`src/hw/led_cfg_consts.svh`:
```
// Operation
// - two-bit short threshold held per channel
// - mask/open/short lock blocks threshold writes
// - threshold code selects 0.8/1.8/2.8/3.8 V
// - thresholds clear on every reset source
// - duty-adjust 0 halves PWM at 125C
// - duty halving only on PWM channels
// - control-data lock blocks five settings
// - duty-adjust clears on every reset source
// - shutdown enable 0 forces outputs off at 150C
// - shutdown enable survives thermal shutdown
// - clock source picks internal or external
// - clock source clears on hard reset only
// - external frequency 200/150 kHz, external mode
// - external frequency clears on hard reset
// - rise time 0.5 or 1.0 microseconds
// - rise time clears on every reset source
`ifndef LED_CFG_CONSTS_SVH
`define LED_CFG_CONSTS_SVH

// ****************************************
// register byte offsets
// ****************************************
`define OFF_CMD          8'h00
`define OFF_THRESH       8'h04
`define OFF_CTRL         8'h08
`define OFF_STATUS       8'h0c

// ****************************************
// command register bits (write one to act)
// ****************************************
`define CMD_LOCK_OUT     0
`define CMD_UNLOCK_OUT   1
`define CMD_LOCK_CTRL    2
`define CMD_UNLOCK_CTRL  3
`define CMD_SOFT_RESET   4

// ****************************************
// control register bits
// ****************************************
`define CTRL_DUTY_DIS    0
`define CTRL_TSD_DIS     1
`define CTRL_CLK_SRC     2
`define CTRL_EXT_FREQ    3
`define CTRL_RISE        4

// ****************************************
// status register bits
// ****************************************
`define STAT_OUT_LOCK    0
`define STAT_CTRL_LOCK   1
`define STAT_SHUTDOWN    2
`define STAT_DERATE      3

// ****************************************
// reset values and responses
// ****************************************
`define THRESH_RST       24'h000000
`define BIT_RST          1'h0
`define RESP_OKAY        2'h0
`define RESP_SLVERR      2'h2

// ****************************************
// analog selections as numbers
// ****************************************
`define LEVEL_MV_0       12'h320
`define LEVEL_MV_1       12'h708
`define LEVEL_MV_2       12'haf0
`define LEVEL_MV_3       12'hed8
`define RISE_NS_0        11'h1f4
`define RISE_NS_1        11'h3e8
`define EXT_KHZ_0        8'hc8
`define EXT_KHZ_1        8'h96
`define EXT_KHZ_NONE     8'h00

`endif

```
`src/hw/led_cfg_pkg.sv`:
```
package led_cfg_pkg;

  typedef enum logic [0:0] {
    WR_IDLE = 1'b0,
    WR_RESP = 1'b1
  } wr_state_e;

  typedef enum logic [0:0] {
    RD_IDLE = 1'b0,
    RD_RESP = 1'b1
  } rd_state_e;

  typedef enum logic [2:0] {
    REG_CMD    = 3'b000,
    REG_THRESH = 3'b001,
    REG_CTRL   = 3'b010,
    REG_STATUS = 3'b011,
    REG_NONE   = 3'b100
  } reg_sel_e;

  typedef struct packed {
    logic        out_lock;
    logic        ctrl_lock;
    logic [23:0] short_thresh;
    logic        hot_duty_adjust_disable;
    logic        thermal_shutdown_disable;
    logic        clock_source_select;
    logic        ext_clock_freq_select;
    logic        rise_time_select;
  } store_s;

  typedef struct packed {
    wr_state_e   wr_state;
    logic [1:0]  bresp;
    rd_state_e   rd_state;
    logic [1:0]  rresp;
    logic [31:0] rdata;
    logic        tsd_prev;
    logic        force_off;
    logic [11:0] duty_halve;
  } bus_s;

endpackage

```
`src/hw/cfg_if.sv`:
```
interface cfg_if;
  import led_cfg_pkg::*;
  logic        hard_reset;
  logic        soft_reset;
  logic        tsd_entry;
  logic        lock_out;
  logic        unlock_out;
  logic        lock_ctrl;
  logic        unlock_ctrl;
  logic        wr_thresh;
  logic        wr_ctrl;
  logic [31:0] wdata;
  store_s      cfg;

  modport store (
    input  hard_reset, soft_reset, tsd_entry, lock_out, unlock_out,
    input  lock_ctrl, unlock_ctrl, wr_thresh, wr_ctrl, wdata,
    output cfg
  );

  modport ctl (
    output hard_reset, soft_reset, tsd_entry, lock_out, unlock_out,
    output lock_ctrl, unlock_ctrl, wr_thresh, wr_ctrl, wdata,
    input  cfg
  );
endinterface

```
`src/hw/led_cfg_store.sv`:
```
`include "led_cfg_consts.svh"

module led_cfg_store
  import led_cfg_pkg::*;
(
  // clock and reset
  input  wire logic clock,
  input  wire logic rst_n,
  // command side
  cfg_if.store      c
);

  store_s q;
  store_s next_q;

  always_comb
  begin
    next_q = q;
    // lock state machines; unlock placed last so it wins a tie
    if (c.lock_out)
      next_q.out_lock = 1'b1;
    if (c.unlock_out)
      next_q.out_lock = 1'b0;
    if (c.lock_ctrl)
      next_q.ctrl_lock = 1'b1;
    if (c.unlock_ctrl)
      next_q.ctrl_lock = 1'b0;
    // a locked write is dropped quietly and the old value stays
    if (c.wr_thresh && !q.out_lock)
      next_q.short_thresh = c.wdata[23:0];
    if (c.wr_ctrl && !q.ctrl_lock)
    begin
      next_q.hot_duty_adjust_disable  = c.wdata[`CTRL_DUTY_DIS];
      next_q.thermal_shutdown_disable = c.wdata[`CTRL_TSD_DIS];
      next_q.clock_source_select      = c.wdata[`CTRL_CLK_SRC];
      next_q.ext_clock_freq_select    = c.wdata[`CTRL_EXT_FREQ];
      next_q.rise_time_select         = c.wdata[`CTRL_RISE];
    end
    if (c.soft_reset || c.tsd_entry)
    begin
      next_q.short_thresh            = `THRESH_RST;
      next_q.hot_duty_adjust_disable = `BIT_RST;
      next_q.rise_time_select        = `BIT_RST;
    end
    // thermal shutdown entry leaves the disable bit alone
    if (c.soft_reset)
      next_q.thermal_shutdown_disable = `BIT_RST;
    if (c.hard_reset)
    begin
      next_q.out_lock                 = `BIT_RST;
      next_q.ctrl_lock                = `BIT_RST;
      next_q.short_thresh             = `THRESH_RST;
      next_q.hot_duty_adjust_disable  = `BIT_RST;
      next_q.thermal_shutdown_disable = `BIT_RST;
      next_q.clock_source_select      = `BIT_RST;
      next_q.ext_clock_freq_select    = `BIT_RST;
      next_q.rise_time_select         = `BIT_RST;
    end
  end

  always_ff @(posedge clock or negedge rst_n)
  begin
    if (!rst_n)
    begin
      q.out_lock                 <= `BIT_RST;
      q.ctrl_lock                <= `BIT_RST;
      q.short_thresh             <= `THRESH_RST;
      q.hot_duty_adjust_disable  <= `BIT_RST;
      q.thermal_shutdown_disable <= `BIT_RST;
      q.clock_source_select      <= `BIT_RST;
      q.ext_clock_freq_select    <= `BIT_RST;
      q.rise_time_select         <= `BIT_RST;
    end
    else
      q <= next_q;
  end

  assign c.cfg = q;

endmodule

```
`src/hw/led_driver_protected_config.sv`:
```
// Design decisions made here: register access over AXI4-Lite and the register offsets.
`include "led_cfg_consts.svh"

module led_driver_protected_config
  import led_cfg_pkg::*;
#(
  parameter int ADDR_W  = 8,
  parameter int CHANNELS = 12
)
(
  // clock and reset
  input  wire  logic                    clock,
  input  wire  logic                    rst_n,
  // axi4-lite write address
  input  wire  logic [ADDR_W-1:0]       s_axi_awaddr,
  input  wire  logic                    s_axi_awvalid,
  output logic                          s_axi_awready,
  // axi4-lite write data
  input  wire  logic [31:0]             s_axi_wdata,
  input  wire  logic [3:0]              s_axi_wstrb,
  input  wire  logic                    s_axi_wvalid,
  output logic                          s_axi_wready,
  // axi4-lite write response
  output logic [1:0]                    s_axi_bresp,
  output logic                          s_axi_bvalid,
  input  wire  logic                    s_axi_bready,
  // axi4-lite read address
  input  wire  logic [ADDR_W-1:0]       s_axi_araddr,
  input  wire  logic                    s_axi_arvalid,
  output logic                          s_axi_arready,
  // axi4-lite read data
  output logic [31:0]                   s_axi_rdata,
  output logic [1:0]                    s_axi_rresp,
  output logic                          s_axi_rvalid,
  input  wire  logic                    s_axi_rready,
  // reset sources
  input  wire  logic                    reset_pin_n,
  input  wire  logic                    supply_detect_reset,
  // temperature sensors and channel modes
  input  wire  logic                    temp_125_detect,
  input  wire  logic                    temp_150_detect,
  input  wire  logic [CHANNELS-1:0]     pwm_channel_mode,
  // fundamental clock sources
  input  wire  logic                    internal_osc_clock,
  input  wire  logic                    osc_clock_input,
  // configuration towards the analog side
  output logic [CHANNELS-1:0][1:0]      short_thresh,
  output logic [CHANNELS-1:0][11:0]     short_detect_level,
  output logic [CHANNELS-1:0]           duty_halve,
  output logic                          outputs_force_off,
  output logic                          internal_osc_enable,
  output logic                          fundamental_clock,
  output logic [7:0]                    ext_clock_khz,
  output logic [10:0]                   rise_time_ns
);

  // ****************************************
  // helpers
  // ****************************************

  function automatic reg_sel_e decode(input logic [ADDR_W-1:0] addr);
    reg_sel_e sel;
    sel = REG_NONE;
    if (addr[1:0] == 2'h0)
    begin
      case (addr[7:0])
        `OFF_CMD:    sel = REG_CMD;
        `OFF_THRESH: sel = REG_THRESH;
        `OFF_CTRL:   sel = REG_CTRL;
        `OFF_STATUS: sel = REG_STATUS;
        default:     sel = REG_NONE;
      endcase
    end
    return sel;
  endfunction

  function automatic logic [31:0] merge(input logic [31:0] old_word,
                                        input logic [31:0] new_word,
                                        input logic [3:0]  strb);
    logic [31:0] res;
    res = old_word;
    for (int i = 0; i < 4; i++)
    begin
      if (strb[i])
        res[i*8 +: 8] = new_word[i*8 +: 8];
    end
    return res;
  endfunction

  function automatic logic [11:0] level_mv(input logic [1:0] code);
    logic [11:0] mv;
    case (code)
      2'h0:    mv = `LEVEL_MV_0;
      2'h1:    mv = `LEVEL_MV_1;
      2'h2:    mv = `LEVEL_MV_2;
      2'h3:    mv = `LEVEL_MV_3;
      default: mv = `LEVEL_MV_0;
    endcase
    return mv;
  endfunction

  // ****************************************
  // settings store
  // ****************************************

  cfg_if c ();

  led_cfg_store u_store (
    .clock (clock),
    .rst_n (rst_n),
    .c     (c)
  );

  bus_s        st;
  bus_s        next_st;
  reg_sel_e    wr_sel;
  reg_sel_e    rd_sel;
  logic        wr_take;
  logic        rd_take;
  logic [31:0] thresh_word;
  logic [31:0] ctrl_word;
  logic [31:0] status_word;
  logic [31:0] cmd_bits;
  logic        tsd_active;

  assign wr_sel  = decode(s_axi_awaddr);
  assign rd_sel  = decode(s_axi_araddr);
  // address and data are taken together, so neither can be stranded
  assign wr_take = (st.wr_state == WR_IDLE) && s_axi_awvalid && s_axi_wvalid;
  assign rd_take = (st.rd_state == RD_IDLE) && s_axi_arvalid;

  assign thresh_word = {8'h00, c.cfg.short_thresh};
  assign ctrl_word   = {27'h0000000,
                        c.cfg.rise_time_select,
                        c.cfg.ext_clock_freq_select,
                        c.cfg.clock_source_select,
                        c.cfg.thermal_shutdown_disable,
                        c.cfg.hot_duty_adjust_disable};
  assign status_word = {28'h0000000,
                        |st.duty_halve,
                        st.force_off,
                        c.cfg.ctrl_lock,
                        c.cfg.out_lock};

  // commands act only through the low byte lane
  assign cmd_bits = (wr_take && wr_sel == REG_CMD && s_axi_wstrb[0]) ? s_axi_wdata : 32'h00000000;

  // ****************************************
  // commands to the store
  // ****************************************

  assign c.hard_reset  = !reset_pin_n || supply_detect_reset;
  assign c.soft_reset  = cmd_bits[`CMD_SOFT_RESET];
  assign c.lock_out    = cmd_bits[`CMD_LOCK_OUT];
  assign c.unlock_out  = cmd_bits[`CMD_UNLOCK_OUT];
  assign c.lock_ctrl   = cmd_bits[`CMD_LOCK_CTRL];
  assign c.unlock_ctrl = cmd_bits[`CMD_UNLOCK_CTRL];
  // the host must unlock first; a locked write is silently dropped
  assign c.wr_thresh   = wr_take && (wr_sel == REG_THRESH);
  assign c.wr_ctrl     = wr_take && (wr_sel == REG_CTRL);
  assign c.wdata       = (wr_sel == REG_THRESH) ? merge(thresh_word, s_axi_wdata, s_axi_wstrb)
                                                : merge(ctrl_word, s_axi_wdata, s_axi_wstrb);

  // shutdown is only armed while the disable bit is clear
  assign tsd_active  = temp_150_detect && !c.cfg.thermal_shutdown_disable;
  assign c.tsd_entry = tsd_active && !st.tsd_prev;

  // ****************************************
  // bus and thermal state
  // ****************************************

  always_comb
  begin
    next_st            = st;
    next_st.tsd_prev   = tsd_active;
    next_st.force_off  = tsd_active;
    // halving applies to pwm channels only, and only when enabled
    next_st.duty_halve = (temp_125_detect && !c.cfg.hot_duty_adjust_disable)
                         ? pwm_channel_mode : '0;
    case (st.wr_state)
      WR_IDLE:
      begin
        if (wr_take)
        begin
          next_st.wr_state = WR_RESP;
          // a refused locked write still answers okay
          next_st.bresp    = (wr_sel == REG_NONE || wr_sel == REG_STATUS)
                             ? `RESP_SLVERR : `RESP_OKAY;
        end
      end
      WR_RESP:
      begin
        if (s_axi_bready)
          next_st.wr_state = WR_IDLE;
      end
      default:
        next_st.wr_state = WR_IDLE;
    endcase
    case (st.rd_state)
      RD_IDLE:
      begin
        if (rd_take)
        begin
          next_st.rd_state = RD_RESP;
          next_st.rresp    = `RESP_OKAY;
          case (rd_sel)
            REG_CMD:    next_st.rdata = 32'h00000000;
            REG_THRESH: next_st.rdata = thresh_word;
            REG_CTRL:   next_st.rdata = ctrl_word;
            REG_STATUS: next_st.rdata = status_word;
            default:
            begin
              next_st.rdata = 32'h00000000;
              next_st.rresp = `RESP_SLVERR;
            end
          endcase
        end
      end
      RD_RESP:
      begin
        if (s_axi_rready)
          next_st.rd_state = RD_IDLE;
      end
      default:
        next_st.rd_state = RD_IDLE;
    endcase
  end

  always_ff @(posedge clock or negedge rst_n)
  begin
    if (!rst_n)
    begin
      st.wr_state   <= WR_IDLE;
      st.bresp      <= `RESP_OKAY;
      st.rd_state   <= RD_IDLE;
      st.rresp      <= `RESP_OKAY;
      st.rdata      <= 32'h00000000;
      st.tsd_prev   <= 1'b0;
      st.force_off  <= 1'b0;
      st.duty_halve <= 12'h000;
    end
    else
      st <= next_st;
  end

  // ****************************************
  // bus outputs
  // ****************************************

  assign s_axi_awready = wr_take;
  assign s_axi_wready  = wr_take;
  assign s_axi_bvalid  = (st.wr_state == WR_RESP);
  assign s_axi_bresp   = st.bresp;
  assign s_axi_arready = rd_take;
  assign s_axi_rvalid  = (st.rd_state == RD_RESP);
  assign s_axi_rdata   = st.rdata;
  assign s_axi_rresp   = st.rresp;

  // ****************************************
  // configuration outputs
  // ****************************************

  genvar ch;
  generate
    for (ch = 0; ch < CHANNELS; ch++)
    begin : g_ch
      assign short_thresh[ch]       = c.cfg.short_thresh[ch*2 +: 2];
      assign short_detect_level[ch] = level_mv(c.cfg.short_thresh[ch*2 +: 2]);
    end
  endgenerate

  assign duty_halve        = st.duty_halve;
  assign outputs_force_off = st.force_off;

  // internal oscillator runs while the source bit is clear
  assign internal_osc_enable = !c.cfg.clock_source_select;
  assign fundamental_clock   = c.cfg.clock_source_select ? osc_clock_input : internal_osc_clock;

  // the frequency choice means nothing in internal mode
  assign ext_clock_khz = !c.cfg.clock_source_select ? `EXT_KHZ_NONE
                       : (c.cfg.ext_clock_freq_select ? `EXT_KHZ_1 : `EXT_KHZ_0);

  assign rise_time_ns = c.cfg.rise_time_select ? `RISE_NS_1 : `RISE_NS_0;

endmodule

```
`config.mk`:
```
export PLATFORM = sky130hd
export DESIGN_NAME = led_driver_protected_config
export DESIGN_NICKNAME = d
export VERILOG_FILES = /design/src/hw/led_cfg_pkg.sv /design/src/hw/cfg_if.sv /design/src/hw/led_cfg_store.sv /design/src/hw/led_driver_protected_config.sv
export VERILOG_INCLUDE_DIRS = /design/src /design/src/hw
export SDC_FILE = /design/constraint.sdc
export NUM_CORES = 1
export LEC_CHECK = 0
export BUFFER_PORTS_ARGS = -buffer_cell sky130_fd_sc_hd__buf_2
export CORE_AREA = 2 2 123 125
export DETAILED_ROUTE_END_ITERATION = 8
export DIE_AREA = 0 0 125 127
export GPL_ROUTABILITY_DRIVEN = 0
export SLEW_MARGIN = 5
export SYNTH_ARGS = -nofsm -noshare
export SYNTH_HDL_FRONTEND = slang
export SYNTH_SLANG_ARGS = --single-unit
```
`constraint.sdc`:
```
create_clock -name clock -period 4.35 [get_ports clock]
set_clock_uncertainty 0.15 [all_clocks]
set_input_delay 0.87 -clock clock [delete_from_list [all_inputs] [get_ports clock]]
set_output_delay 0.87 -clock clock [all_outputs]
set_load 0.01 [all_outputs]
```
---- Yosys cells after proc, flatten, opt, wreduce, memory -nomap -nowiden ----
Cells that the tools add are included.
storage, ports and cells
  flip-flop bits (word level) ............. 82
  output and inout port bits .............. 243
  word-level logic and storage cells ...... 173
cells by class
  equality and inequality tests ........... 52
  multiplexer cells ....................... 48
  bitwise logic cells ..................... 2
  reductions and logical operators ........ 53
operator list
  kind                                                                      number
  12-bit one-hot mux with 4 select lines                                    12
  24-bit one-hot mux with 3 select lines                                    1
  8-bit two-way mux                                                         7
  2-bit == test (second input constant)                                     24
  24-bit two-way mux                                                        2
  35-bit two-way mux                                                        1
  8-bit by 4-bit == test with 1-bit output (second input constant)          4
  31-bit two-way mux                                                        1
  2-bit logical NOT                                                         14
  25-bit two-way mux                                                        1
  2-bit by 1-bit == test with 1-bit output (second input constant)          12
  3-bit one-hot mux with 4 select lines                                     2
  8-bit by 3-bit == test with 1-bit output (second input constant)          2
  8-bit logical NOT                                                         2
  3-bit nonzero test                                                        5
  3-bit by 2-bit == test with 1-bit output (second input constant)          4
  1-bit logical AND                                                         12
  12-bit two-way mux                                                        1
  4-bit by 3-bit inequality test with 1-bit output (second input constant)  3
  12-bit OR reduction                                                       1
  10-bit two-way mux                                                        1
  5-bit two-way mux                                                         2
  2-bit AND reduction                                                       5
  1-bit two-way mux                                                         9
  12 further kinds                                                          27

---- Depth between registers and ports, before layout ----
Gate-level depths: netlist (run 1).
  depth in word-level cells ............... 10
  mapped depth ............................ 7
  gate-level depth less buffers ........... 6

---- Modules after synthesis ----
A second synthesis (run 1) with hierarchy kept.
unflattened totals
  cells, all modules ...................... 519
  area, all modules ....................... 4599.4 um^2
modules (own cells, without submodules)
  module                       times used  cells each  area each (um^2)  sequential area each (um^2)
  led_driver_protected_config  1           388         3273.1            1026.0
  led_cfg_store                1           131         1326.3            775.7

---- Least setup slack after synthesis (run 1) ----
No wires, ideal clock.
  path kind ............................... in2reg
  start point ............................. input port s_axi_awaddr[1]
  end point ............................... register, netlist name u_store.c.cfg[25]
  library setup time ...................... 0.136 ns
  arrival ................................. 2.458 ns
  setup slack ............................. 1.605 ns
  cell stages on the path ................. 7
  path buffers ............................ 3
  cells stage by stage .................... or4_1 > buf_2 > or4_4 > buf_6 > buf_6 > o21ai_1 > a21oi_1
between the ends
  longest elaborated chain between the ends .. 10
ends and longest elaborated chain
  element                                                                                    line                                RTL
  start, declared                                                                            led_driver_protected_config.sv:15   input wire logic [ADDR_W-1:0] s_axi_awaddr,
  8-bit by 4-bit == test with 1-bit output (tied with other cells)                           led_driver_protected_config.sv:66   case (addr[7:0])
  3-bit one-hot mux with 4 select lines                                                      led_driver_protected_config.sv:66
  3-bit two-way mux (*)                                                                      led_driver_protected_config.sv:64   if (addr[1:0] == 2'h0)
  3-bit logical NOT                                                                          led_driver_protected_config.sv:146  assign cmd_bits = (wr_take && wr_sel == REG_CMD && s_axi_wstrb[0]) ? s_axi_wdata : 32'h00000000;
  1-bit logical AND (2 in a row)                                                             led_driver_protected_config.sv:146
  5-bit two-way mux                                                                          led_driver_protected_config.sv:146
  1-bit logical OR                                                                           led_cfg_store.sv:39                 if (c.soft_reset || c.tsd_entry)
  4-bit by 3-bit inequality test with 1-bit output (no source line) (tied with other cells)  -
  2-bit AND reduction (no source line) or 31-bit two-way mux (tied branches)                 -
Mark *: on every way between the ends. The rest lies on a longest branch, timed or not. The select of a mux whose other input is x is not followed.
A chain may end at the register's enable or synchronous reset.

---- Worst setup path after layout (run 1) ----
  start point ............................. input port s_axi_awaddr[1]
  end point ............................... register, netlist name u_store.c.cfg[7]
between the ends
  longest elaborated chain between the ends .. 10
ends and longest elaborated chain
  element                                                           line                                RTL
  8-bit by 4-bit == test with 1-bit output (tied with other cells)  led_driver_protected_config.sv:66
  3-bit one-hot mux with 4 select lines                             led_driver_protected_config.sv:66
  3-bit two-way mux (*)                                             led_driver_protected_config.sv:64
  3-bit logical NOT                                                 led_driver_protected_config.sv:146
  1-bit logical AND (2 in a row)                                    led_driver_protected_config.sv:146
  5-bit two-way mux                                                 led_driver_protected_config.sv:146
  1-bit logical OR                                                  led_cfg_store.sv:39
  25-bit two-way mux                                                led_cfg_store.sv:39
  31-bit two-way mux                                                led_cfg_store.sv:48                 if (c.hard_reset)
Marked as above.

==> results of run 1 <==
[Yosys cell counts (4+ instances only)]
master	n	share of area
buf_4	147	0.24
nor2_1	7	0.0058
o31a_1	5	0.0097
o21ai_0	14	0.016
clkbuf_1	37	0.031
buf_2	4	0.0044
nand2_1	17	0.014
and2_1	13	0.018
a21oi_1	27	0.030
o311ai_0	8	0.016
nor2b_1	4	0.0055
inv_1	35	0.029
nor4_1	11	0.015
nand3_1	24	0.027
a22o_1	19	0.037
a22oi_1	4	0.0067
o21ai_1	13	0.014
nand2b_1	6	0.0083
dfrtp_1	72	0.40
[path summary, 6_finish.rpt]
path                                        start                to  slack [ns]  cells past startpoint
worst max register to register  u_store.c.cfg[30]  u_store.c.cfg[7]        2.01                      5
worst min-delay path               s_axi_rdata[4]    s_axi_rdata[4]        0.33                      2
min in group asynchronous                   rst_n   s_axi_rdata[11]        0.54                      1
worst max-delay path              s_axi_awaddr[1]  u_store.c.cfg[7]        1.32                      6
worst min register to register     s_axi_rdata[4]    s_axi_rdata[4]        0.33                      2
max in group asynchronous                   rst_n  u_store.c.cfg[7]        2.90                      1
[logic make-up (layout without fill, tap and decap cells)]
family	count (synthesis)	in the layout	synth area share
multiplexers	3	3	0.00749
buffers and inverters	227	298	0.317
other	2	67	0.00166
flip-flops	72	72	0.399
AO/OA/AOI/OAI	106	106	0.157
AND/OR/NAND/NOR	94	94	0.118
[routing by layer]
layer | GRT usage | vias up | part of all wire
li1 | - | 1722 | -
met1 | 0.183 | 1686 | 0.41
met2 | 0.246 | 192 | 0.50
met3 | 0.0339 | 12 | 0.077
met4 | 0.0458 | 0 | 0.014
met5 | 0 | - | 0
[through the flow]
stage                     setup WS [ns]  hold slack (ns)  power, mW  instances
after global placement            0.980            0.308      0.854        808
after global routing               1.19            0.338       1.80        824
after CTS                          1.32            0.328       1.75        824
after detailed placement          0.977            0.314      0.855        808
after floorplan                    1.61            0.366      0.825        569
final                              1.32            0.326       1.72        824
[worst register-to-register path, cell delays in order, from the launching register on]
cell      delay (ns)
dfrtp_1         0.43
or3b_2          0.53
nor4_4          0.45
buf_4           0.35
o311ai_0        0.19
a21oi_1         0.17
[power by group]
part,switching (mW),internal [mW]
logic,0.108,0.0478
registers,0.00666,0.680
clock network,0.296,0.579
[state kept, by name, indices dropped and copies added (netlist names)]
name and flops:
duty_halve 12, outputs_force_off 1, s_axi_bresp 1, s_axi_bvalid 1, s_axi_rdata 24, s_axi_rresp 1, s_axi_rvalid 1, u_store.c.cfg 31
[area by class of cell]
cell class / count / area [um2]
well taps: 184 / 230
repair buffers: 247 / 1250
inverters: 35 / 131
multi-input cells: 270 / 1520
flip-flops and latches: 72 / 1800
clock buffers: 10 / 239
fillers: 1507 / 9140
clock inverters: 6 / 115
==> run_results.csv, run 1 <==
group,metric,value,unit
clock_tree,root_buffer,"clkbuf_16",
floorplan,core-area,14400,um2
min_path,min_path_type,"reg -> reg",
layout,area_growth,17.2,%
clock_tree,cts_buffers,9,
floorplan,die_x,125,um
clock_tree,h-tree-depth,3,
sta,slew_headroom,0.368,
synth,syn_avg_cell_area,8.95,um2
grt,antenna_found_initial,0,
worst_setup_path,critPathTopFamily,"simple AND/OR/NAND/NOR gates",
synth,synthCells,504,
layout,antenna_cells,0,
power_and_ir_drop,p_leak,2.85,nW
clock_tree,cts_tree,"done",
layout,final_common_cell,"buf_2",
detailed_routing,drc,0,
worst_setup_path,cp_cell_sequence,"buf_2, or4_1, nor4_4, buf_4, o311ai_0, a21oi_1",
sta,fin_crit,3.03,ns
layout,design_area,5290,um2
clock_tree,cts.clk_slew.worst_paths,0.06,ns
sta,hold_viol_final,0,
sta,timing.final.crit_share,0.696,
detailed_routing,vias,3612,
floorplan,die_y,127,um
clock_tree,ctsResizeCount,0,
clock_tree,holdBufCountCts,0,
grt,overflow,0,
placement,portBuffers,243,
synth,synth_edf_count,0,
synth,seq_area_frac_synth,0.399,
placement,dp.final_hpwl,9.16,mm
grt,grt_pass1_vias,3190,
sta,rsz0062_at_grt,"no",
worst_setup_path,crit_path_max_incr_delay,0.81,ns
detailed_routing,wl_per_cell,14.9,um
worst_setup_path,cp_max_fo,16,
detailed_routing,initialDrtViolationCount,116,
synth,ys_async_sr_fraction,1.00,
detailed_routing,ant_nets,0,
sta,setup_violations,0,
worst_setup_path,crit_arrival,3.13,ns
synth,yosysUniqueCellTypes,43,
layout,final_cell_mix,"242 x buf_2, 72 x dfrtp_1, 67 x conb_1",
synth,ys_seq_elements,72,
worst_setup_path,worstSetupPathType,"in -> reg",
sta,drv_slew,0,
sta,fmax,330,MHz
worst_setup_path,critical_path_buf_inv_count,2,
floorplan,start_util,0.313,
clock_tree,cts_setup_buffers,0,
grt,grtUsageTotal,0.145,
placement,placed_cell_area,4930,um2
grt,grt_pass1_wl,18.1,mm
worst_setup_path,critPathLaunchType,"input pin",
layout,nNetsFinal,712,
detailed_routing,drt_pass1_iterations,4,
detailed_routing,via_per_inst,4.38,
sta,tightestPinTransition,0.948,ns
floorplan,pin_count,320,
worst_setup_path,cp_slowest_cell,"or4_1",
worst_setup_path,worst_ep_required_time,4.45,ns
synth,ys_warn_count,0,
clock_tree,clockBufferDepth,2,
floorplan,rows,44,
layout,fin_util,0.367,
sta,setup_tns,0,ns
floorplan,die_area,15900,um2
clock_tree,clk_latency,0.33,ns
job,drv_cap,0,
power_and_ir_drop,ir_worst_vdd,156,uV
run_status,status,"finished, final reports clean",
clock_tree,cts.sinks,72,
power_and_ir_drop,p_per_area,325,nW/um2
grt,grt_max_degree,73,
detailed_routing,wl,12.2,mm
synth,ys.flop_type,"dfrtp_1",
worst_setup_path,worstSetupEndpointType,"register",
layout,drive_gt1_frac,0.425,
synth,syn-cell-area,4510,um2
(Power assumes the default switching activity.)
==> run 2: changes to the inputs <==
- CORE_AREA: 2 2 123 125 -> 2 2 124 126
- DIE_AREA: 0 0 125 127 -> 0 0 126 128
- clock period: 4.35 -> 3.1 ns (I/O delays scaled with it)
==> run 2 against run 1 <==
- sequential power increased by 40%
- utilization decreased by 1.3 points
- combinational power increased by 42%
- clock-buffer cell count decreased by 1
- largest power group unchanged
- die area increased by 1.6%
- global-route usage decreased by 0.21 points
- non-clock buffer count increased by 2
- wire length decreased by 0.20%
- cell count increased by 0.73%
- via count increased by 1.5%
- highest routed layer unchanged
==> run_results.csv, run 2 (same netlist as run 1, synthesis figures left out) <==
group,metric,value,unit
layout,fillers,1558,
placement,dp.final_hpwl,9.05,mm
clock_tree,ctsResizeCount,0,
worst_setup_path,critPathTopFamily,"compound AO/OA/AOI/OAI gates",
worst_setup_path,critical_path_buf_inv_count,2,
worst_setup_path,crit_arrival,2.45,ns
power_and_ir_drop,ir_worst_vdd,245,uV
clock_tree,clockBufferDepth,2,
clock_tree,cts.clk_slew.worst_paths,0.06,ns
floorplan,pin_count,320,
worst_setup_path,worst_ep_required_time,3.16,ns
clock_tree,root_buffer,"clkbuf_16",
grt,grt_max_degree,73,
power_and_ir_drop,p_leak,2.84,nW
grt,grt_pass1_vias,3163,
layout,design_area,5260,um2
job,drv_cap,0,
worst_setup_path,crit_path_max_incr_delay,0.66,ns
min_path,min_path_type,"in -> async",
detailed_routing,via_per_inst,4.42,
detailed_routing,wl,12.2,mm
layout,largest_reg_flops,31,
worst_setup_path,worstSetupEndpointType,"register",
placement,portBuffers,243,
floorplan,die_area,16100,um2
clock_tree,clk_latency,0.33,ns
worst_setup_path,worstSetupPathType,"in -> reg",
clock_tree,cts_setup_buffers,0,
grt,antenna_found_initial,0,
sta,tightestPinTransition,0.946,ns
sta,rsz0062_at_grt,"no",
layout,area_growth,16.5,%
floorplan,start_util,0.304,
sta,fin_crit,2.39,ns
placement,placed_cell_area,4950,um2
run_status,status,"finished, final reports clean",
detailed_routing,drc,0,
clock_tree,cts.sinks,72,
clock_tree,holdBufCountCts,0,
worst_setup_path,cp_slowest_cell,"or4_1",
worst_setup_path,critPathLaunchType,"input pin",
sta,timing.final.crit_share,0.771,
floorplan,die_y,128,um
detailed_routing,vias,3665,
sta,fmax,419,MHz
detailed_routing,wl_per_cell,14.7,um
layout,nNetsFinal,714,
clock_tree,cts_buffers,9,
sta,hold_viol_final,0,
layout,antenna_cells,0,
clock_tree,h-tree-depth,3,
sta,setup_violations,0,
detailed_routing,initialDrtViolationCount,217,
layout,multi_input_area,1520,um2
worst_setup_path,cp_max_fo,10,
grt,grt_pass1_wl,17.9,mm
floorplan,die_x,126,um
sta,setup_tns,0,ns
layout,drive_gt1_frac,0.427,
layout,register_area,1800,um2
grt,overflow,0,
layout,final_cell_mix,"242 x buf_2, 72 x dfrtp_1, 67 x conb_1",
floorplan,core-area,14900,um2
detailed_routing,drt_pass1_iterations,4,
sta,slew_headroom,0.369,
power_and_ir_drop,p_per_area,428,nW/um2
sta,drv_slew,0,
layout,final_common_cell,"buf_2",
worst_setup_path,cp_cell_sequence,"buf_2, or4_1, buf_4, o31a_1, o311ai_0, a21oi_1",
detailed_routing,ant_nets,0,
clock_tree,cts_tree,"done",
grt,grtUsageTotal,0.143,
floorplan,rows,45,
## run 2: cell types whose count changed in the layout (fill, tap and decap cells not counted), sizes merged
cell / previous run / this run
buf: 247 / 249
clkbuf: 10 / 9
inv: 36 / 37
bufinv: 3 / 1
clkinv: 1 / 3
## run 2: routing by layer
metal | GRT usage | routed length [um]
met3 | 0.0426 | 1000
met1 | 0.175 | 5090
met2 | 0.238 | 5930
met5 | 0 | 0
met4 | 0.0517 | 198
## run 2: area by class of cell
type,instances,share of cell area
clock inverters,7,0.0148
clock buffers,9,0.0428
inverters,35,0.0250
flip-flops and latches,72,0.343
multi-input cells,270,0.290
repair buffers,249,0.240
well taps,188,0.0447
## run 2: power by group
group          total (mW)  internal [mW]  switching [mW]
logic               0.221         0.0683           0.152
clock network        1.07          0.630           0.437
registers           0.963          0.954         0.00944
total                2.25           1.65           0.599
## run 2: through the flow
step	power, mW	util	hold WS, ns	std cells	setup slack [ns]
2_1_floorplan	1.16	-	0.174	569	0.605
3_3_place_gp	1.20	0.333	0.309	814	0.370
3_5_place_dp	1.20	0.333	0.313	814	0.347
4_1_cts	2.29	0.354	0.293	830	0.708
5_1_grt	2.35	0.354	0.321	830	0.621
6_report	2.25	0.354	0.291	830	0.711
## run 2: path summary, 6_finish.rpt
path / endpoint / slack [ns] / from / cells past startpoint
worst max-delay path: u_store.c.cfg[7] / 0.71 / s_axi_awaddr[1] / 6
worst min-delay path: s_axi_rdata[11] / 0.29 / rst_n / 1
worst max register to register: u_store.c.cfg[15] / 0.93 / u_store.c.cfg[30] / 4
worst min register to register: s_axi_rdata[4] / 0.32 / s_axi_rdata[4] / 2
max in group asynchronous: u_store.c.cfg[5] / 1.91 / rst_n / 1
min in group clock: s_axi_bvalid / 0.31 / s_axi_bready / 2
